`config.mk`:
```
export PLATFORM = sky130hd
export DESIGN_NAME = fsp_core
export DESIGN_NICKNAME = d
export VERILOG_FILES = /design/src/fsp_pkg.sv /design/src/fsp_core.sv
export SDC_FILE = /design/constraint.sdc
export NUM_CORES = 1
export LEC_CHECK = 0
export BUFFER_PORTS_ARGS = -buffer_cell sky130_fd_sc_hd__buf_2
export CAP_MARGIN = 20
export CORE_UTILIZATION = 40
export CTS_CLUSTER_DIAMETER = 50
export DETAILED_ROUTE_END_ITERATION = 10
export GPL_TIMING_DRIVEN = 0
export PLACE_DENSITY_LB_ADDON = 0.2
export SLEW_MARGIN = 20
export SYNTH_ARGS = -nofsm -noshare
export SYNTH_HDL_FRONTEND = slang
export SYNTH_SLANG_ARGS = --single-unit
```
`constraint.sdc`:
```
create_clock -name pclk -period 2.42 [get_ports pclk]
set_input_delay 0.605 -clock pclk [delete_from_list [all_inputs] [get_ports pclk]]
set_output_delay 0.605 -clock pclk [all_outputs]
set_load 0.02 [all_outputs]
```
`src/fsp_pkg.sv`:
```
// ==========================================
// Constants for the flash status/power command block
package fsp_pkg;
    // ==========================================
    // Opcodes
    localparam logic [7:0] OPC_READ_STATUS = 8'h05; // read_status_cmd
    localparam logic [7:0] OPC_READ_CONFIG = 8'h35; // read_config_cmd
    localparam logic [7:0] OPC_WRITE_REGS = 8'h01; // write_regs_cmd
    localparam logic [7:0] OPC_SET_LATCH = 8'h06; // set_write_latch_cmd
    localparam logic [7:0] OPC_CLR_LATCH = 8'h04; // clear_write_latch_cmd
    localparam logic [7:0] OPC_LOCKDOWN = 8'h8D; // protect_lockdown_cmd
    localparam logic [7:0] OPC_POWER_DOWN = 8'hB9; // power_down_cmd
    localparam logic [7:0] OPC_POWER_UP = 8'hAB; // power_up_id_cmd
    // ==========================================
    // Status and config field layout
    localparam int SR_BUSY = 0; // Busy flag
    localparam int SR_WEL = 1; // Write enable latch
    localparam int SR_BP_LO = 2; // block_protect_bit0..3 at 2..5
    localparam int CR_VLP = 3; // volatile_lock_flag
    localparam logic [7:0] CR_WR_MASK = 8'hF7; // Config bits a write may change
    localparam logic [3:0] BP_RST = 4'h0; // Protect bits after reset
    localparam logic [7:0] CR_RST = 8'h00; // Config after reset
    // ==========================================
    // APB map
    localparam int ADDR_W = 8; // Decoded address bits
    localparam logic [7:0] ADDR_CTRL = 8'h00; // quad mode, engine busy
    localparam logic [7:0] ADDR_STATE = 8'h04; // Live status view
    localparam int CTRL_QUAD = 0; // quad_line_mode
    localparam int CTRL_BUSY = 1; // Internal write in progress
    localparam int ST_LOWPWR = 16; // Low-power state bit
    localparam int ST_WAKING = 17; // Recovering from power-down
    // ==========================================
    // Timing
    localparam int CLK_PS = 4000; // pclk period
    localparam int PD_ENTRY_NS = 3; // power_down_entry_time, in us
    localparam int STANDBY_NS = 10; // Release to standby, in us
    localparam int SYNC_LAT = 3; // Pin synchroniser delay
    localparam int PD_ENTRY_CYC = (PD_ENTRY_NS * 1000000) / CLK_PS - SYNC_LAT;
    localparam int STANDBY_CYC = (STANDBY_NS * 1000000) / CLK_PS - SYNC_LAT;
    localparam int TMR_W = 12; // Timer width
endpackage : fsp_pkg

```
`src/fsp_core.sv`:
```
// Contract
// RULE1: 05H returns status, 35H returns config
// RULE2: Status read answered even while busy
// RULE3: Host polls busy before next command
// RULE4: Quad read has one dummy; single none
// RULE5: Read data driven on falling clock edges
// RULE6: Output repeats until chip enable rises
// RULE7: 01H followed by one or two bytes
// RULE8: First byte status, second byte config
// RULE9: 06H sets write enable latch
// RULE10: Host sets latch before every write
// RULE11: 04H clears write enable latch
// RULE12: Latch clear ignored while write runs
// RULE13: 8DH freezes the four protect bits
// RULE14: Lock-down sets volatile lock flag
// RULE15: Lock clears only on hardware reset
// RULE16: B9H enters power-down after frame end
// RULE17: Power-down ignored while device busy
// RULE18: In power-down only release is obeyed
// RULE19: Low-power reached within 3 us
// RULE20: ABH exits; ready within 10 us
// RULE21: Release plus three dummies outputs ID
// RULE22: Host frames each command cleanly
// RULE23: Writes and lock need latch set
`timescale 1ns/10ps
module fsp_core
    import fsp_pkg::*;
#(
    parameter logic [7:0] DEV_ID = 8'h5A // Arbitrary identifier value
) (
    input wire logic pclk, // Clock, 250 MHz
    input wire logic presetn, // Async reset, low
    input wire logic psel, // APB select
    input wire logic penable, // APB enable
    input wire logic pwrite, // APB direction
    input wire logic [ADDR_W-1:0] paddr, // APB address
    input wire logic [31:0] pwdata, // APB write data
    output logic [31:0] prdata, // APB read data
    output logic pready, // APB ready
    output logic pslverr, // APB error
    input wire logic ce_n, // Chip enable pin, low
    input wire logic sck, // Serial clock pin
    input wire logic [3:0] sio_in, // Data pins in
    output logic [3:0] sio_out, // Data pins out
    output logic [3:0] sio_oe, // Data pin enables
    output logic low_power // Deep power-down reached
);
    // ==========================================
    // Types and state
    typedef enum logic [2:0] {FR_IDLE, FR_OPC, FR_DUMMY, FR_DATA, FR_OUT, FR_SKIP} fsp_fr_t;
    typedef enum logic [1:0] {PW_ON, PW_ENTER, PW_DOWN, PW_WAKE} fsp_pw_t;
    fsp_fr_t fr_q; // Frame state
    fsp_pw_t pw_q; // Power state
    logic [1:0] ce_sy_q, sck_sy_q; // Synchronisers
    logic ce_d1_q, sck_d1_q; // Edge history
    logic [3:0] sio_s1_q, sio_s2_q; // Data synchroniser
    logic [7:0] sh_q; // Input shifter
    logic [2:0] cnt_q; // Rise count in byte
    logic [1:0] dcnt_q; // Dummy bytes seen
    logic [1:0] nbyte_q; // Data bytes seen
    logic [7:0] opc_q; // Latched opcode
    logic have_opc_q; // Opcode complete
    logic [7:0] sr_new_q, cr_new_q; // Write payload
    logic [1:0] osel_q; // Output source
    logic [7:0] ob_q; // Output shifter
    logic [2:0] ocnt_q; // Fall count in byte
    logic wel_q; // Write enable latch
    logic [3:0] bp_q; // Protect bits
    logic [7:0] cr_q; // Config register
    logic [1:0] ctrl_q; // quad, busy
    logic [TMR_W-1:0] tmr_q; // Power timer
    logic ce_fall, ce_rise, sck_rise, sck_fall; // Edges
    logic quad, busy, last, lock; // Shorthands
    logic [7:0] byte_in, sr_live, live; // Data views
    logic commit, pw_ok; // Frame end and full-power decode

    assign quad = ctrl_q[CTRL_QUAD];
    assign busy = ctrl_q[CTRL_BUSY];
    assign lock = cr_q[CR_VLP];
    assign ce_fall = ce_d1_q & ~ce_sy_q[1];
    assign ce_rise = ~ce_d1_q & ce_sy_q[1];
    assign sck_rise = ~sck_d1_q & sck_sy_q[1] & ~ce_sy_q[1];
    assign sck_fall = sck_d1_q & ~sck_sy_q[1] & ~ce_sy_q[1];
    assign last = quad ? (cnt_q == 3'd1) : (cnt_q == 3'd7);
    assign byte_in = quad ? {sh_q[3:0], sio_s2_q} : {sh_q[6:0], sio_s2_q[0]};
    assign sr_live = {2'b00, bp_q, wel_q, busy};
    assign commit = ce_rise & have_opc_q;
    assign pw_ok = (pw_q == PW_ON);

    // Read source; live so a status poll sees busy drop
    always_comb begin
        case (osel_q)
            2'd0: live = sr_live; // RULE1
            2'd1: live = cr_q; // RULE1
            default: live = DEV_ID; // RULE21
        endcase
    end

    // ==========================================
    // Pin synchronisers
    // Every pin passes two flops before any decode
    always_ff @(posedge pclk or negedge presetn) begin
        if (!presetn) begin
            ce_sy_q <= 2'b11;
            ce_d1_q <= 1'b1;
            sck_sy_q <= 2'b00;
            sck_d1_q <= 1'b0;
            sio_s1_q <= 4'h0;
            sio_s2_q <= 4'h0;
        end else begin
            ce_sy_q <= {ce_sy_q[0], ce_n};
            ce_d1_q <= ce_sy_q[1];
            sck_sy_q <= {sck_sy_q[0], sck};
            sck_d1_q <= sck_sy_q[1];
            sio_s1_q <= sio_in;
            sio_s2_q <= sio_s1_q;
        end
    end

    // ==========================================
    // Frame decoder
    // Shifts opcode, dummies and payload on rising edges
    always_ff @(posedge pclk or negedge presetn) begin
        if (!presetn) begin
            fr_q <= FR_IDLE;
            sh_q <= 8'h00;
            cnt_q <= 3'd0;
            dcnt_q <= 2'd0;
            nbyte_q <= 2'd0;
            opc_q <= 8'h00;
            have_opc_q <= 1'b0;
            sr_new_q <= 8'h00;
            cr_new_q <= 8'h00;
            osel_q <= 2'd0;
        end else if (ce_fall) begin
            fr_q <= FR_OPC;
            cnt_q <= 3'd0;
            dcnt_q <= 2'd0;
            nbyte_q <= 2'd0;
            have_opc_q <= 1'b0;
        end else if (ce_rise) begin
            fr_q <= FR_IDLE; // RULE6
            have_opc_q <= 1'b0;
        end else if (sck_rise && (fr_q == FR_OPC || fr_q == FR_DUMMY || fr_q == FR_DATA)) begin
            sh_q <= byte_in;
            cnt_q <= last ? 3'd0 : cnt_q + 3'd1;
            if (last) begin
                case (fr_q)
                    FR_OPC: begin
                        opc_q <= byte_in;
                        have_opc_q <= 1'b1;
                        // Power-down lets only the release through
                        if (!pw_ok && (byte_in != OPC_POWER_UP || pw_q == PW_WAKE)) begin
                            fr_q <= FR_SKIP; // RULE18
                        end else begin
                            case (byte_in)
                                OPC_READ_STATUS, OPC_READ_CONFIG: begin
                                    // No busy check here: polling works mid-write
                                    osel_q <= (byte_in == OPC_READ_CONFIG) ? 2'd1 : 2'd0; // RULE1 RULE2
                                    fr_q <= quad ? FR_DUMMY : FR_OUT; // RULE4
                                end
                                OPC_WRITE_REGS: fr_q <= FR_DATA; // RULE7
                                OPC_POWER_UP: begin
                                    osel_q <= 2'd2;
                                    fr_q <= FR_DUMMY; // RULE21
                                end
                                default: fr_q <= FR_SKIP; // No payload
                            endcase
                        end
                    end
                    FR_DUMMY: begin
                        // One dummy byte for reads, three for the ID
                        dcnt_q <= dcnt_q + 2'd1;
                        if (dcnt_q == ((osel_q == 2'd2) ? 2'd2 : 2'd0)) begin
                            fr_q <= FR_OUT; // RULE4 RULE21
                        end
                    end
                    FR_DATA: begin
                        // Bytes past the second are dropped
                        if (nbyte_q == 2'd0) begin
                            sr_new_q <= byte_in; // RULE8
                        end
                        if (nbyte_q == 2'd1) begin
                            cr_new_q <= byte_in; // RULE8
                        end
                        if (nbyte_q != 2'd2) begin
                            nbyte_q <= nbyte_q + 2'd1; // RULE7
                        end
                    end
                    default: fr_q <= FR_SKIP;
                endcase
            end
        end
    end

    // ==========================================
    // Output driver
    // Changes on falling edges; byte reloads from live value
    always_ff @(posedge pclk or negedge presetn) begin
        if (!presetn) begin
            sio_out <= 4'h0;
            sio_oe <= 4'h0;
            ob_q <= 8'h00;
            ocnt_q <= 3'd0;
        end else if (ce_rise || ce_fall) begin
            sio_oe <= 4'h0; // RULE6
            sio_out <= 4'h0;
            ocnt_q <= 3'd0;
        end else if (sck_fall && fr_q == FR_OUT) begin
            if (quad) begin
                sio_out <= (ocnt_q == 3'd0) ? live[7:4] : ob_q[7:4]; // RULE5
                ob_q <= {((ocnt_q == 3'd0) ? live[3:0] : ob_q[3:0]), 4'h0};
                sio_oe <= 4'hF;
                ocnt_q <= (ocnt_q == 3'd1) ? 3'd0 : 3'd1; // RULE6
            end else begin
                sio_out <= {2'b00, ((ocnt_q == 3'd0) ? live[7] : ob_q[7]), 1'b0}; // RULE5
                ob_q <= {((ocnt_q == 3'd0) ? live[6:0] : ob_q[6:0]), 1'b0};
                sio_oe <= 4'b0010;
                ocnt_q <= ocnt_q + 3'd1; // RULE6
            end
        end
    end

    // ==========================================
    // Latch, protect bits and config
    // Acted on at chip enable rise, only in full power
    always_ff @(posedge pclk or negedge presetn) begin
        if (!presetn) begin
            wel_q <= 1'b0;
            bp_q <= BP_RST;
            cr_q <= CR_RST; // RULE15
        end else if (commit && pw_ok) begin
            case (opc_q)
                OPC_SET_LATCH: wel_q <= 1'b1; // RULE9
                OPC_CLR_LATCH: if (!busy) wel_q <= 1'b0; // RULE11 RULE12
                OPC_WRITE_REGS: begin
                    if (wel_q && !busy && nbyte_q != 2'd0) begin // RULE23
                        if (!lock) bp_q <= sr_new_q[SR_BP_LO+3:SR_BP_LO]; // RULE8 RULE13
                        if (nbyte_q == 2'd2) begin
                            cr_q <= (cr_q & ~CR_WR_MASK) | (cr_new_q & CR_WR_MASK); // RULE8
                        end
                        wel_q <= 1'b0;
                    end
                end
                OPC_LOCKDOWN: begin
                    if (wel_q && !busy) begin // RULE23
                        cr_q[CR_VLP] <= 1'b1; // RULE14
                        wel_q <= 1'b0;
                    end
                end
                default: wel_q <= wel_q;
            endcase
        end
    end

    // ==========================================
    // Power state
    // Timers are trimmed by synchroniser delay to meet pin budget
    always_ff @(posedge pclk or negedge presetn) begin
        if (!presetn) begin
            pw_q <= PW_ON;
            tmr_q <= '0;
            low_power <= 1'b0;
        end else begin
            case (pw_q)
                PW_ON: begin
                    if (commit && opc_q == OPC_POWER_DOWN && !busy) begin // RULE16 RULE17
                        pw_q <= PW_ENTER;
                        tmr_q <= '0;
                    end
                end
                PW_ENTER, PW_DOWN: begin
                    tmr_q <= tmr_q + 1'b1;
                    if (commit && opc_q == OPC_POWER_UP) begin
                        pw_q <= PW_WAKE; // RULE20
                        tmr_q <= '0;
                        low_power <= 1'b0;
                    end else if (pw_q == PW_ENTER && tmr_q == TMR_W'(PD_ENTRY_CYC - 1)) begin
                        pw_q <= PW_DOWN; // RULE19
                        low_power <= 1'b1;
                    end
                end
                PW_WAKE: begin
                    tmr_q <= tmr_q + 1'b1;
                    if (tmr_q == TMR_W'(STANDBY_CYC - 1)) begin
                        pw_q <= PW_ON; // RULE20
                    end
                end
                default: pw_q <= PW_ON;
            endcase
        end
    end

    // ==========================================
    // APB slave
    // Zero wait: ready in the first access cycle
    always_ff @(posedge pclk or negedge presetn) begin
        if (!presetn) begin
            pready <= 1'b0;
            prdata <= 32'h0;
            pslverr <= 1'b0;
            ctrl_q <= 2'b00;
        end else begin
            pready <= psel & ~penable;
            if (psel && !penable) begin
                pslverr <= (paddr != ADDR_CTRL) && (paddr != ADDR_STATE);
                if (paddr == ADDR_CTRL && !pwrite) begin
                    prdata <= {30'h0, ctrl_q};
                end else if (paddr == ADDR_STATE && !pwrite) begin
                    prdata <= {14'h0, pw_q == PW_WAKE, low_power, cr_q, sr_live};
                end else begin
                    prdata <= 32'h0; // Unmapped or write
                end
            end
            if (psel && penable && pready && pwrite && paddr == ADDR_CTRL) begin
                ctrl_q <= pwdata[1:0];
            end
        end
    end

    logic [TMR_W-1:0] wake_cyc_q; // Cycles spent waking; too long for a delay range
    always_ff @(posedge pclk or negedge presetn) begin
        if (!presetn) wake_cyc_q <= '0;
        else wake_cyc_q <= (pw_q == PW_WAKE) ? wake_cyc_q + 1'b1 : '0;
    end
endmodule : fsp_core

```
== Word-level counts from Yosys, hierarchy flattened ==
Cells that the tools add are included.
Cells by class
  add/subtract/negate cells: 5
  multipliers: 0
  divide/modulo/power cells: 0
  magnitude comparators: 0
  equal/unequal tests: 41
  shift operators: 0
  multiplexer cells: 70
  bitwise operators: 19
  reductions and logical operators: 65
Operators with widths (number)
  $mux W3: 14
  $mux W4: 10
  $pmux W12 S3: 1
  $eq A8 B3 Y1 const B: 4
  $eq A8 B8 Y1 const B: 4
  $mux W2: 16
  $mux W32: 1
  $mux W12: 2
  $reduce_and A5 Y1: 4
  $reduce_bool A2 Y1: 10
  $logic_and A1 B1 Y1: 18
  $mux W18: 1
  $pmux W3 S3: 2
  $eq A8 B1 Y1 const B: 2
  $mux W8: 2
  $pmux W8 S2: 1
  $reduce_and A4 Y1: 4
  $mux W1: 15
  $ne A2 B2 Y1 const B: 7
  $add A12 B1 Y12 const B: 1
  $eq A12 B10 Y1 const B: 1
  $eq A12 B12 Y1 const B: 1
  $reduce_and A6 Y1: 2
  $not A1 Y1: 10
  33 further kinds: 67
Storage, ports and cells
  bits in registers: 139
  bits in latches: 0
  RAM bits: 0
  memory bits (read-only): 0
  input bits: 51
  output and inout port bits: 43
  word-level logic and storage cells: 231
  memories: 0

== Depth between registers and ports, before layout ==
Gate-level depths: netlist of the first run.
  depth in word-level cells: 10
  mapped depth: 9
  depth with buffers taken out: 7

== Worst setup path before layout of the first run ==
OpenSTA, ideal clock, no wires.
  path kind: flip-flop to flip-flop
  start: register ce_sy_q[1]
  end: register sr_new_q[2]
  setup time: 125 ps
  arrival: 2125 ps
  required time: 2295 ps
  setup slack: 170 ps
  stages on the path, launching flop included: 8
  buffers on the path: 1
  period minus slack after synthesis: 2250 ps
  path through: dfstp_2 inv_1 ha_1 clkbuf_1 clkinv_1 nor3_4 nand2_2 mux2_4
Between the ends
  word-level cells in the longest chain between the ends: 4
  elaborated cells between the ends (all ways): 8
  classes of those cells: bitwise (6); reduce/logical (2)
Ends and longest elaborated chain
  start: declaration: RTL line fsp_core.sv:54  | logic [1:0] ce_sy_q, sck_sy_q;
  start signal: assignment: RTL line fsp_core.sv:111  | ce_sy_q <= {ce_sy_q[0], ce_n};
  $not A1 Y1: RTL line fsp_core.sv:80, fsp_core.sv:82
  $and A1 B1 Y1, on equally long branches: RTL line fsp_core.sv:82, fsp_core.sv:80
  $logic_and A1 B1 Y1 / $not A1 Y1 (equally long branches)
  $reduce_and A6 Y1 (no line) *
  end signal: assignment: RTL line fsp_core.sv:181  | sr_new_q <= byte_in;
  end: declaration: RTL line fsp_core.sv:63  | logic [7:0] sr_new_q, cr_new_q;
Every way passes the cells marked *; elsewhere a longest branch is shown, timed or not.
A chain may end at the register's enable or synchronous reset.

== Worst setup path in the final report of the first run ==
  start: register ce_sy_q[1]
  end: register pw_q[0]
Between the ends
  word-level cells in the longest chain between the ends: 6
  elaborated cells between the ends (all ways): 10
  classes of those cells: eq/ne (2); mux (2); bitwise (2); reduce/logical (4)
Ends and longest elaborated chain
  $and A1 B1 Y1 *: RTL line fsp_core.sv:81  | assign ce_rise = ~ce_d1_q & ce_sy_q[1];
  $and A1 B1 Y1 *: RTL line fsp_core.sv:87  | assign commit = ce_rise & have_opc_q;
  $logic_and A1 B1 Y1 (2 in series): RTL line fsp_core.sv:267  | if (commit && opc_q == OPC_POWER_DOWN && !busy) begin
  $ne A2 B1 Y1 (no line)
  $reduce_and A3 Y1 (no line)
  end signal: assignment: RTL line fsp_core.sv:268  | pw_q <= PW_ENTER;
  end signal: assignment: RTL line fsp_core.sv:275  | pw_q <= PW_WAKE;
  end signal: assignment: RTL line fsp_core.sv:279  | pw_q <= PW_DOWN;
  end: declaration: RTL line fsp_core.sv:53  | fsp_pw_t pw_q;
Marked as above.

==> results of run 1 <==
## state kept, by name, indices dropped and copies added, names as in the netlist, 2 cells and up
name / cells
bp_q: 4
dcnt_q: 2
ob_q: 7
sck_sy_q: 2
sio_oe: 2
prdata: 16
cr_q: 8
osel_q: 2
tmr_q: 12
ce_sy_q: 2
sh_q: 7
cr_new_q: 7
nbyte_q: 2
ocnt_q: 3
opc_q: 8
sr_new_q: 4
sio_s2_q: 4
ctrl_q: 2
cnt_q: 3
pw_q: 2
fr_q: 3
sio_s1_q: 4
sio_out: 4
## worst reg2reg max path, delay by kind of cell (launching register included)
| family | cells | cell delay (ns) |
|---|---|---|
| buffers and inverters | 1 | 0.21 |
| and+or+nand+nor | 1 | 0.20 |
| DFF | 1 | 0.60 |
| adders and majority gates | 1 | 0.25 |
| AOI/OAI and AO/OA | 3 | 0.95 |
## final timing paths
kind                       cells after the start           to
min reg2reg                                    0  sio_s2_q[1]
max                                            6      pw_q[0]
min                                            1      ob_q[6]
max reg2reg                                    6      pw_q[0]
max in group asynchronous                      2     tmr_q[6]
min in group pclk                              1   ce_sy_q[0]
## layout by cell type (no fill, tap or decap), types with 6 or more instances in the layout
cell type / n
o21ai_0: 31
buf_2: 49
mux2_4: 6
dfrtp_1: 114
nand2b_1: 10
clkbuf_1: 16
a31oi_1: 8
mux2_2: 28
nor2_1: 23
nand2_1: 55
inv_1: 27
conb_1: 16
nand3_1: 14
buf_4: 20
nor2b_1: 6
nor3_1: 8
nor3b_1: 8
a21oi_1: 19
clkbuf_16: 17
a22o_1: 15
mux2i_1: 16
ha_1: 14
clkinv_2: 7
o211ai_1: 6
and3_1: 7
## kinds of logic after synthesis
kind of cell | after synthesis | synth area share (%)
AO/OA/AOI/OAI | 127 | 15.1
XOR/XNOR | 5 | 0.736
adder cells (fa/ha/maj) | 16 | 3.36
buffers and inverters | 68 | 5.87
flip-flops | 117 | 49.3
multiplexers | 50 | 9.51
other | 1 | 0.0630
AND/OR/NAND/NOR | 173 | 16.0
## metrics by stage
step	cells	utilization (%)	power (mW)
after floorplan	572	-	2.45
after global placement	803	44.5	2.59
after detailed placement	804	44.8	2.61
after global routing	836	48.9	5.21
final	836	48.9	4.97
after CTS	834	48.6	5.04
## power groups by stage
stage,clock [mW],sequential (mW),combinational (mW)
after floorplan,0,2.13,0.318
after global routing,2.55,2.13,0.524
after global placement,0,2.15,0.444
after CTS,2.46,2.12,0.466
after detailed placement,0,2.15,0.463
final,2.39,2.12,0.462
## what timing repair did
action / 4_1_cts / 5_1_grt
pin swaps: 0 / 1
setup buffers: 0 / 2
resized for setup: 1 / 6
endpoints found under the setup margin: 15 / 23
## routing by layer
metal  track usage [%]  vias up  part of all wire [%]
li1                  -     2139                     -
met1              22.6     2149                    46
met2              28.5       88                    48
met3              4.85       16                   4.2
met4              7.14        0                   1.8
met5                 0        -                     0
## area by class of cell
class	instances	area, um2	area share, %
flip-flops and latches	117	2930	41.2
multi-input cells	387	2750	38.7
clock buffers	21	460	6.48
repair buffers	50	284	3.99
plain buffers	39	241	3.40
well taps	184	230	3.24
clock inverters	10	106	1.50
inverters	28	106	1.50
==> metrics.md, run 1 <==
| Metric | Value |
|---|---|
| Synth area leader | dfrtp_1 |
| Status | completed |
| Diode count | 0 |
| Largest net degree at the start of global routing | 66 |
| CTS Sinks | 117 |
| Post-Syn Instances | 557 |
| CTS tree | done |
| Ys flop type | dfrtp_1 |
| First-pass GRT wire length | 20,500 um |
| FFs w/ async S/R, synth | 100% |
| Starting Density | 40.9% |
| Clock H-tree levels | 4 |
| Post-placement cell area | 6500 um2 |
| CP bufs+invs | 1 |
| Final ANT Viol Nets | 0 |
| CP delay by family, top | compound AO/OA/AOI/OAI gates |
| IO Count | 94 |
| Die footprint | 15,400 um2 |
| Antenna violations before repair | 0 |
| Crit path largest cell delay | 0.60 ns |
| Num rows | 44 |
| Crit path max fanout | 6 |
| DRC viols | 0 |
| HPWL after DPL | 9240 um |
| PortBufs | 47 |
| HP Class | in2async |
| Critical Path Sink Type | flop |
| FF-to-FF setup slack | 0.10 ns |
| VDD IR-drop max | 533 uV |
| PwrDens | 699 nW/um2 |
| Slew Limit Fails | 0 |
| Crit path arrival time | 2.61 ns |
| Worst-path cell with the longest stage delay | dfstp_2 |
| Core ar. | 14,500 um2 |
| RR Startpoint | ce_sy_q[1] |
| Kind of critical path | reg2reg |
| Max clock buf depth | 2 |
| Final setup viols | 0 |
| Total track usage | 17.8% |
| Post-route setup slack | 0.101 ns |
| Synth-to-Final Area Change | 19.5% |
| Gpl congestion | 0.854 |
| Worst Setup Start Kind | flop |
| Most frequent cell after synthesis | dfrtp_1 |
| Clock power share | 48.1% |
| Syn avg cell area | 10.7 um2 |
| Total number of vias | 4,392 |
| Vias in the first global route | 4,134 |
| Yosys cell types | 77 |
| Drt wl/cell | 15.1 um |
| Hold WS | 0.182 ns |
| Clock latency on the worst-skew pair | 0.41 ns |
| Combinational group share of total power | 9.3% |
| Leakage | 3.38 nW |
| Int Pwr | 3.76 mW |
| Nets | 707 |
| Reg power frac | 42.6% |
| Area contributors post-synth | dfrtp_1 (48%), mux2_2 (5.3%), nand2_1 (3.5%), ha_1 (3.4%), mux2i_1 (2.7%) |
| Mapped cell area | 5950 um2 |
| Reg clk slew, reported paths | 0.05 ns |
| Die Width | 124 um |
| Max-cap violations | 0 |
| Post-synth top area share | 47.9% |
| YS warnings | 0 |
| Final Cycle Share | 95.8% |
| Fin Clk Skew | 0.00726 ns |
| Share of cells above drive strength 1 | 24.1% |
| Seq cells post-synth | 117 |
| Gr ovfl total | 0 |
| Setup TNS | 0 ns |
| Fmax | 0.431 GHz |
| Tmin final | 2.32 ns |
| Final Hold Viols | 0 |
| Slew headroom | 51.3% |
| Hold_buf cts | 0 |
| Switching share of power | 24.3% |
| DRT Pass-1 Iters | 4 |
| Register area share after synthesis | 49.3% |
| Psw | 1.21 mW |
| DRT iter0 DRCs | 258 |
| Vias per cell | 5.25 |
| Post-synth EDFFs | 0 |
| Filler cells | 1,330 |
| RSZ-0062 raised after global routing | false |
| Worst setup startpoint | ce_sy_q[1] |
| CTS Buf Count | 17 |
| Die Y | 124 um |
| Top cells by count, synth | dfrtp_1 (114), nand2_1 (55), o21ai_0 (31) |
| Fin area | 7110 um2 |
| Root buf cell | clkbuf_16 |
| Worst Tran Pin Value | 0.710 ns |
| Worst EP required | 2.71 ns |
| Critical path cell sequence | ha_2 > nand4_1 > buf_4 > o31a_1 > a21o_1 > a221o_1 |
| Routed wire length | 12,600 um |
| Pre-CTS setup slack | -0.328 ns |
Note: power is estimated with default switching activity, not from simulation.
==> run 2: changes to the inputs <==
--- a/config.mk
+++ b/config.mk
@@ -8,9 +8,11 @@
 export BUFFER_PORTS_ARGS = -buffer_cell sky130_fd_sc_hd__buf_2
 export CAP_MARGIN = 20
 export CORE_UTILIZATION = 40
+export CTS_BUF_LIST = sky130_fd_sc_hd__clkbuf_8
 export CTS_CLUSTER_DIAMETER = 50
 export DETAILED_ROUTE_END_ITERATION = 10
 export GPL_TIMING_DRIVEN = 0
+export MAX_ROUTING_LAYER = met4
 export PLACE_DENSITY_LB_ADDON = 0.2
 export SLEW_MARGIN = 20
 export SYNTH_ARGS = -nofsm -noshare
==> run 2 against run 1 <==
  * Sequential share of layout area rose by 1.1 points
  * First-iteration DRC count rose by 11%
  * Via count fell by 0.27%
  * Worst hold slack got worse by 0.024 ns
  * Cell count did not move
==> metrics.md, run 2 (synthesis gave the netlist of run 1 again) <==
| Metric | Value |
|---|---|
| Gpl congestion | 0.867 |
| Power Total | 4.28 mW |
| CP bufs+invs | 1 |
| Worst Tran Pin Value | 0.736 ns |
| Crit path largest cell delay | 0.61 ns |
| Final ANT Viol Nets | 0 |
| RSZ-0062 raised after global routing | false |
| Total track usage | 18.2% |
| Largest regs | prdata x16, tmr_q x12 |
| Die Y | 124 um |
| Worst EP required | 2.74 ns |
| Biggest register | prdata |
| Critical Path Sink Type | flop |
| Critical path cell sequence | ha_2 > nand4_1 > buf_4 > o31a_1 > a21o_1 > a221o_1 |
| Crit path arrival time | 2.64 ns |
| Vias in the first global route | 4,093 |
| Tmin final | 2.32 ns |
| Max-cap violations | 0 |
| Crit path max fanout | 6 |
| CTS Sinks | 117 |
| PwrDens | 618 nW/um2 |
| HP Class | in2async |
| Clock latency on the worst-skew pair | 0.44 ns |
| CTS Buf Count | 17 |
| Drt wl/cell | 15.0 um |
| Routed wire length | 12,600 um |
| HPWL after DPL | 9240 um |
| Gr ovfl total | 0 |
| Commonest cells after routing, fill and taps aside | dfrtp_1 (114), nand2_1 (55), buf_2 (49), o21ai_0 (31), inv_1 (29) |
| Vias per cell | 5.24 |
| Num rows | 44 |
| DRC viols | 0 |
| First-pass GRT wire length | 20,400 um |
| DRT Pass-1 Iters | 4 |
| Leakage | 3.31 nW |
| Slew headroom | 49.5% |
| Setup TNS | 0 ns |
| Final core utilization | 47.6% |
| PortBufs | 47 |
| Die footprint | 15,400 um2 |
| VDD IR-drop max | 359 uV |
| Die Width | 124 um |
| Largest net degree at the start of global routing | 66 |
| Commonest non-fill, non-tap cell in the layout | dfrtp_1 |
| Core ar. | 14,500 um2 |
| Hold WS | 0.158 ns |
| Final setup viols | 0 |
| Slew Limit Fails | 0 |
| IO Count | 94 |
| Reg clk slew, reported paths | 0.07 ns |
| Clock H-tree levels | 4 |
| Final Cycle Share | 96.0% |
| Antenna violations before repair | 0 |
| Root buf cell | clkbuf_8 |
| Kind of critical path | reg2reg |
| Max reg flops | 16 |
| Diode count | 0 |
| Fin Clk Skew | 0.00723 ns |
| CTS tree | done |
| Total number of vias | 4,380 |
| Fmax | 0.430 GHz |
| Hold_buf cts | 0 |
| Post-route setup slack | 0.0970 ns |
| Synth-to-Final Area Change | 16.3% |
| Starting Density | 40.9% |
| Worst Setup Start Kind | flop |
| Status | completed |
| Share of cells above drive strength 1 | 24.2% |
| Pre-CTS setup slack | -0.328 ns |
| Final Hold Viols | 0 |
| Worst-path cell with the longest stage delay | dfstp_2 |
| CP delay by family, top | compound AO/OA/AOI/OAI gates |
| DRT iter0 DRCs | 286 |
| Max clock buf depth | 2 |
| Nets | 707 |
[run 2: cell count changes in the layout (fill, tap and decap cells not counted), sizes merged]
cell,delta
clkbuf,-2
inv,+2
[run 2: area by class of cell]
class / instances / area (um2)
flip-flops and latches: 117 / 2930
plain buffers: 39 / 243
inverters: 28 / 106
repair buffers: 50 / 284
clock inverters: 12 / 114
clock buffers: 19 / 262
multi-input cells: 387 / 2750
well taps: 184 / 230
fillers: 1344 / 7610
[run 2: worst reg2reg max path, cell delays in order (launching register included)]
cell     delay [ns]
dfstp_2        0.61
ha_2           0.25
nand4_1        0.20
buf_4          0.21
o31a_1         0.37
a21o_1         0.23
a221o_1        0.35
[run 2: per-layer routing]
metal,global-route usage [%],vias up,part of all wire [%]
li1,-,2140,-
met1,22.6,2152,47
met2,28.3,72,48
met3,5.82,16,3.6
met4,5.80,0,1.7
met5,-,-,0
[run 2: repair_timing]
action	CTS	global route
buffers inserted	0	2
setup endpoints to repair	17	23
endpoints found under the hold margin	0	0
gates resized for setup	1	8
pin swaps	0	1
[run 2: where the power goes]
part           internal, mW  total (mW)  switching, mW
sequential             2.03        2.11         0.0836
combinational         0.179       0.462          0.283
clock                 0.944        1.70          0.759
total                  3.15        4.28           1.13
[run 2: worst paths after layout]
check / cells past startpoint / slack (ns) / from / end
worst min-delay path: 1 / 0.16 / presetn / sio_out[1]
worst max register to register: 6 / 0.1 / ce_sy_q[1] / pw_q[0]
max in group asynchronous: 2 / 1.60 / presetn / tmr_q[6]
worst max-delay path: 6 / 0.1 / ce_sy_q[1] / pw_q[0]
worst min register to register: 0 / 0.35 / sck_sy_q[0] / sck_sy_q[1]
min in group pclk: 1 / 0.27 / ce_n / ce_sy_q[0]
[run 2: through the flow]
step                cell area (um2)  std cells
finish                         6920        836
global placement               6470        803
floorplan                      6010        572
detailed placement             6500        804
global route                   6920        836
CTS                            6880        834
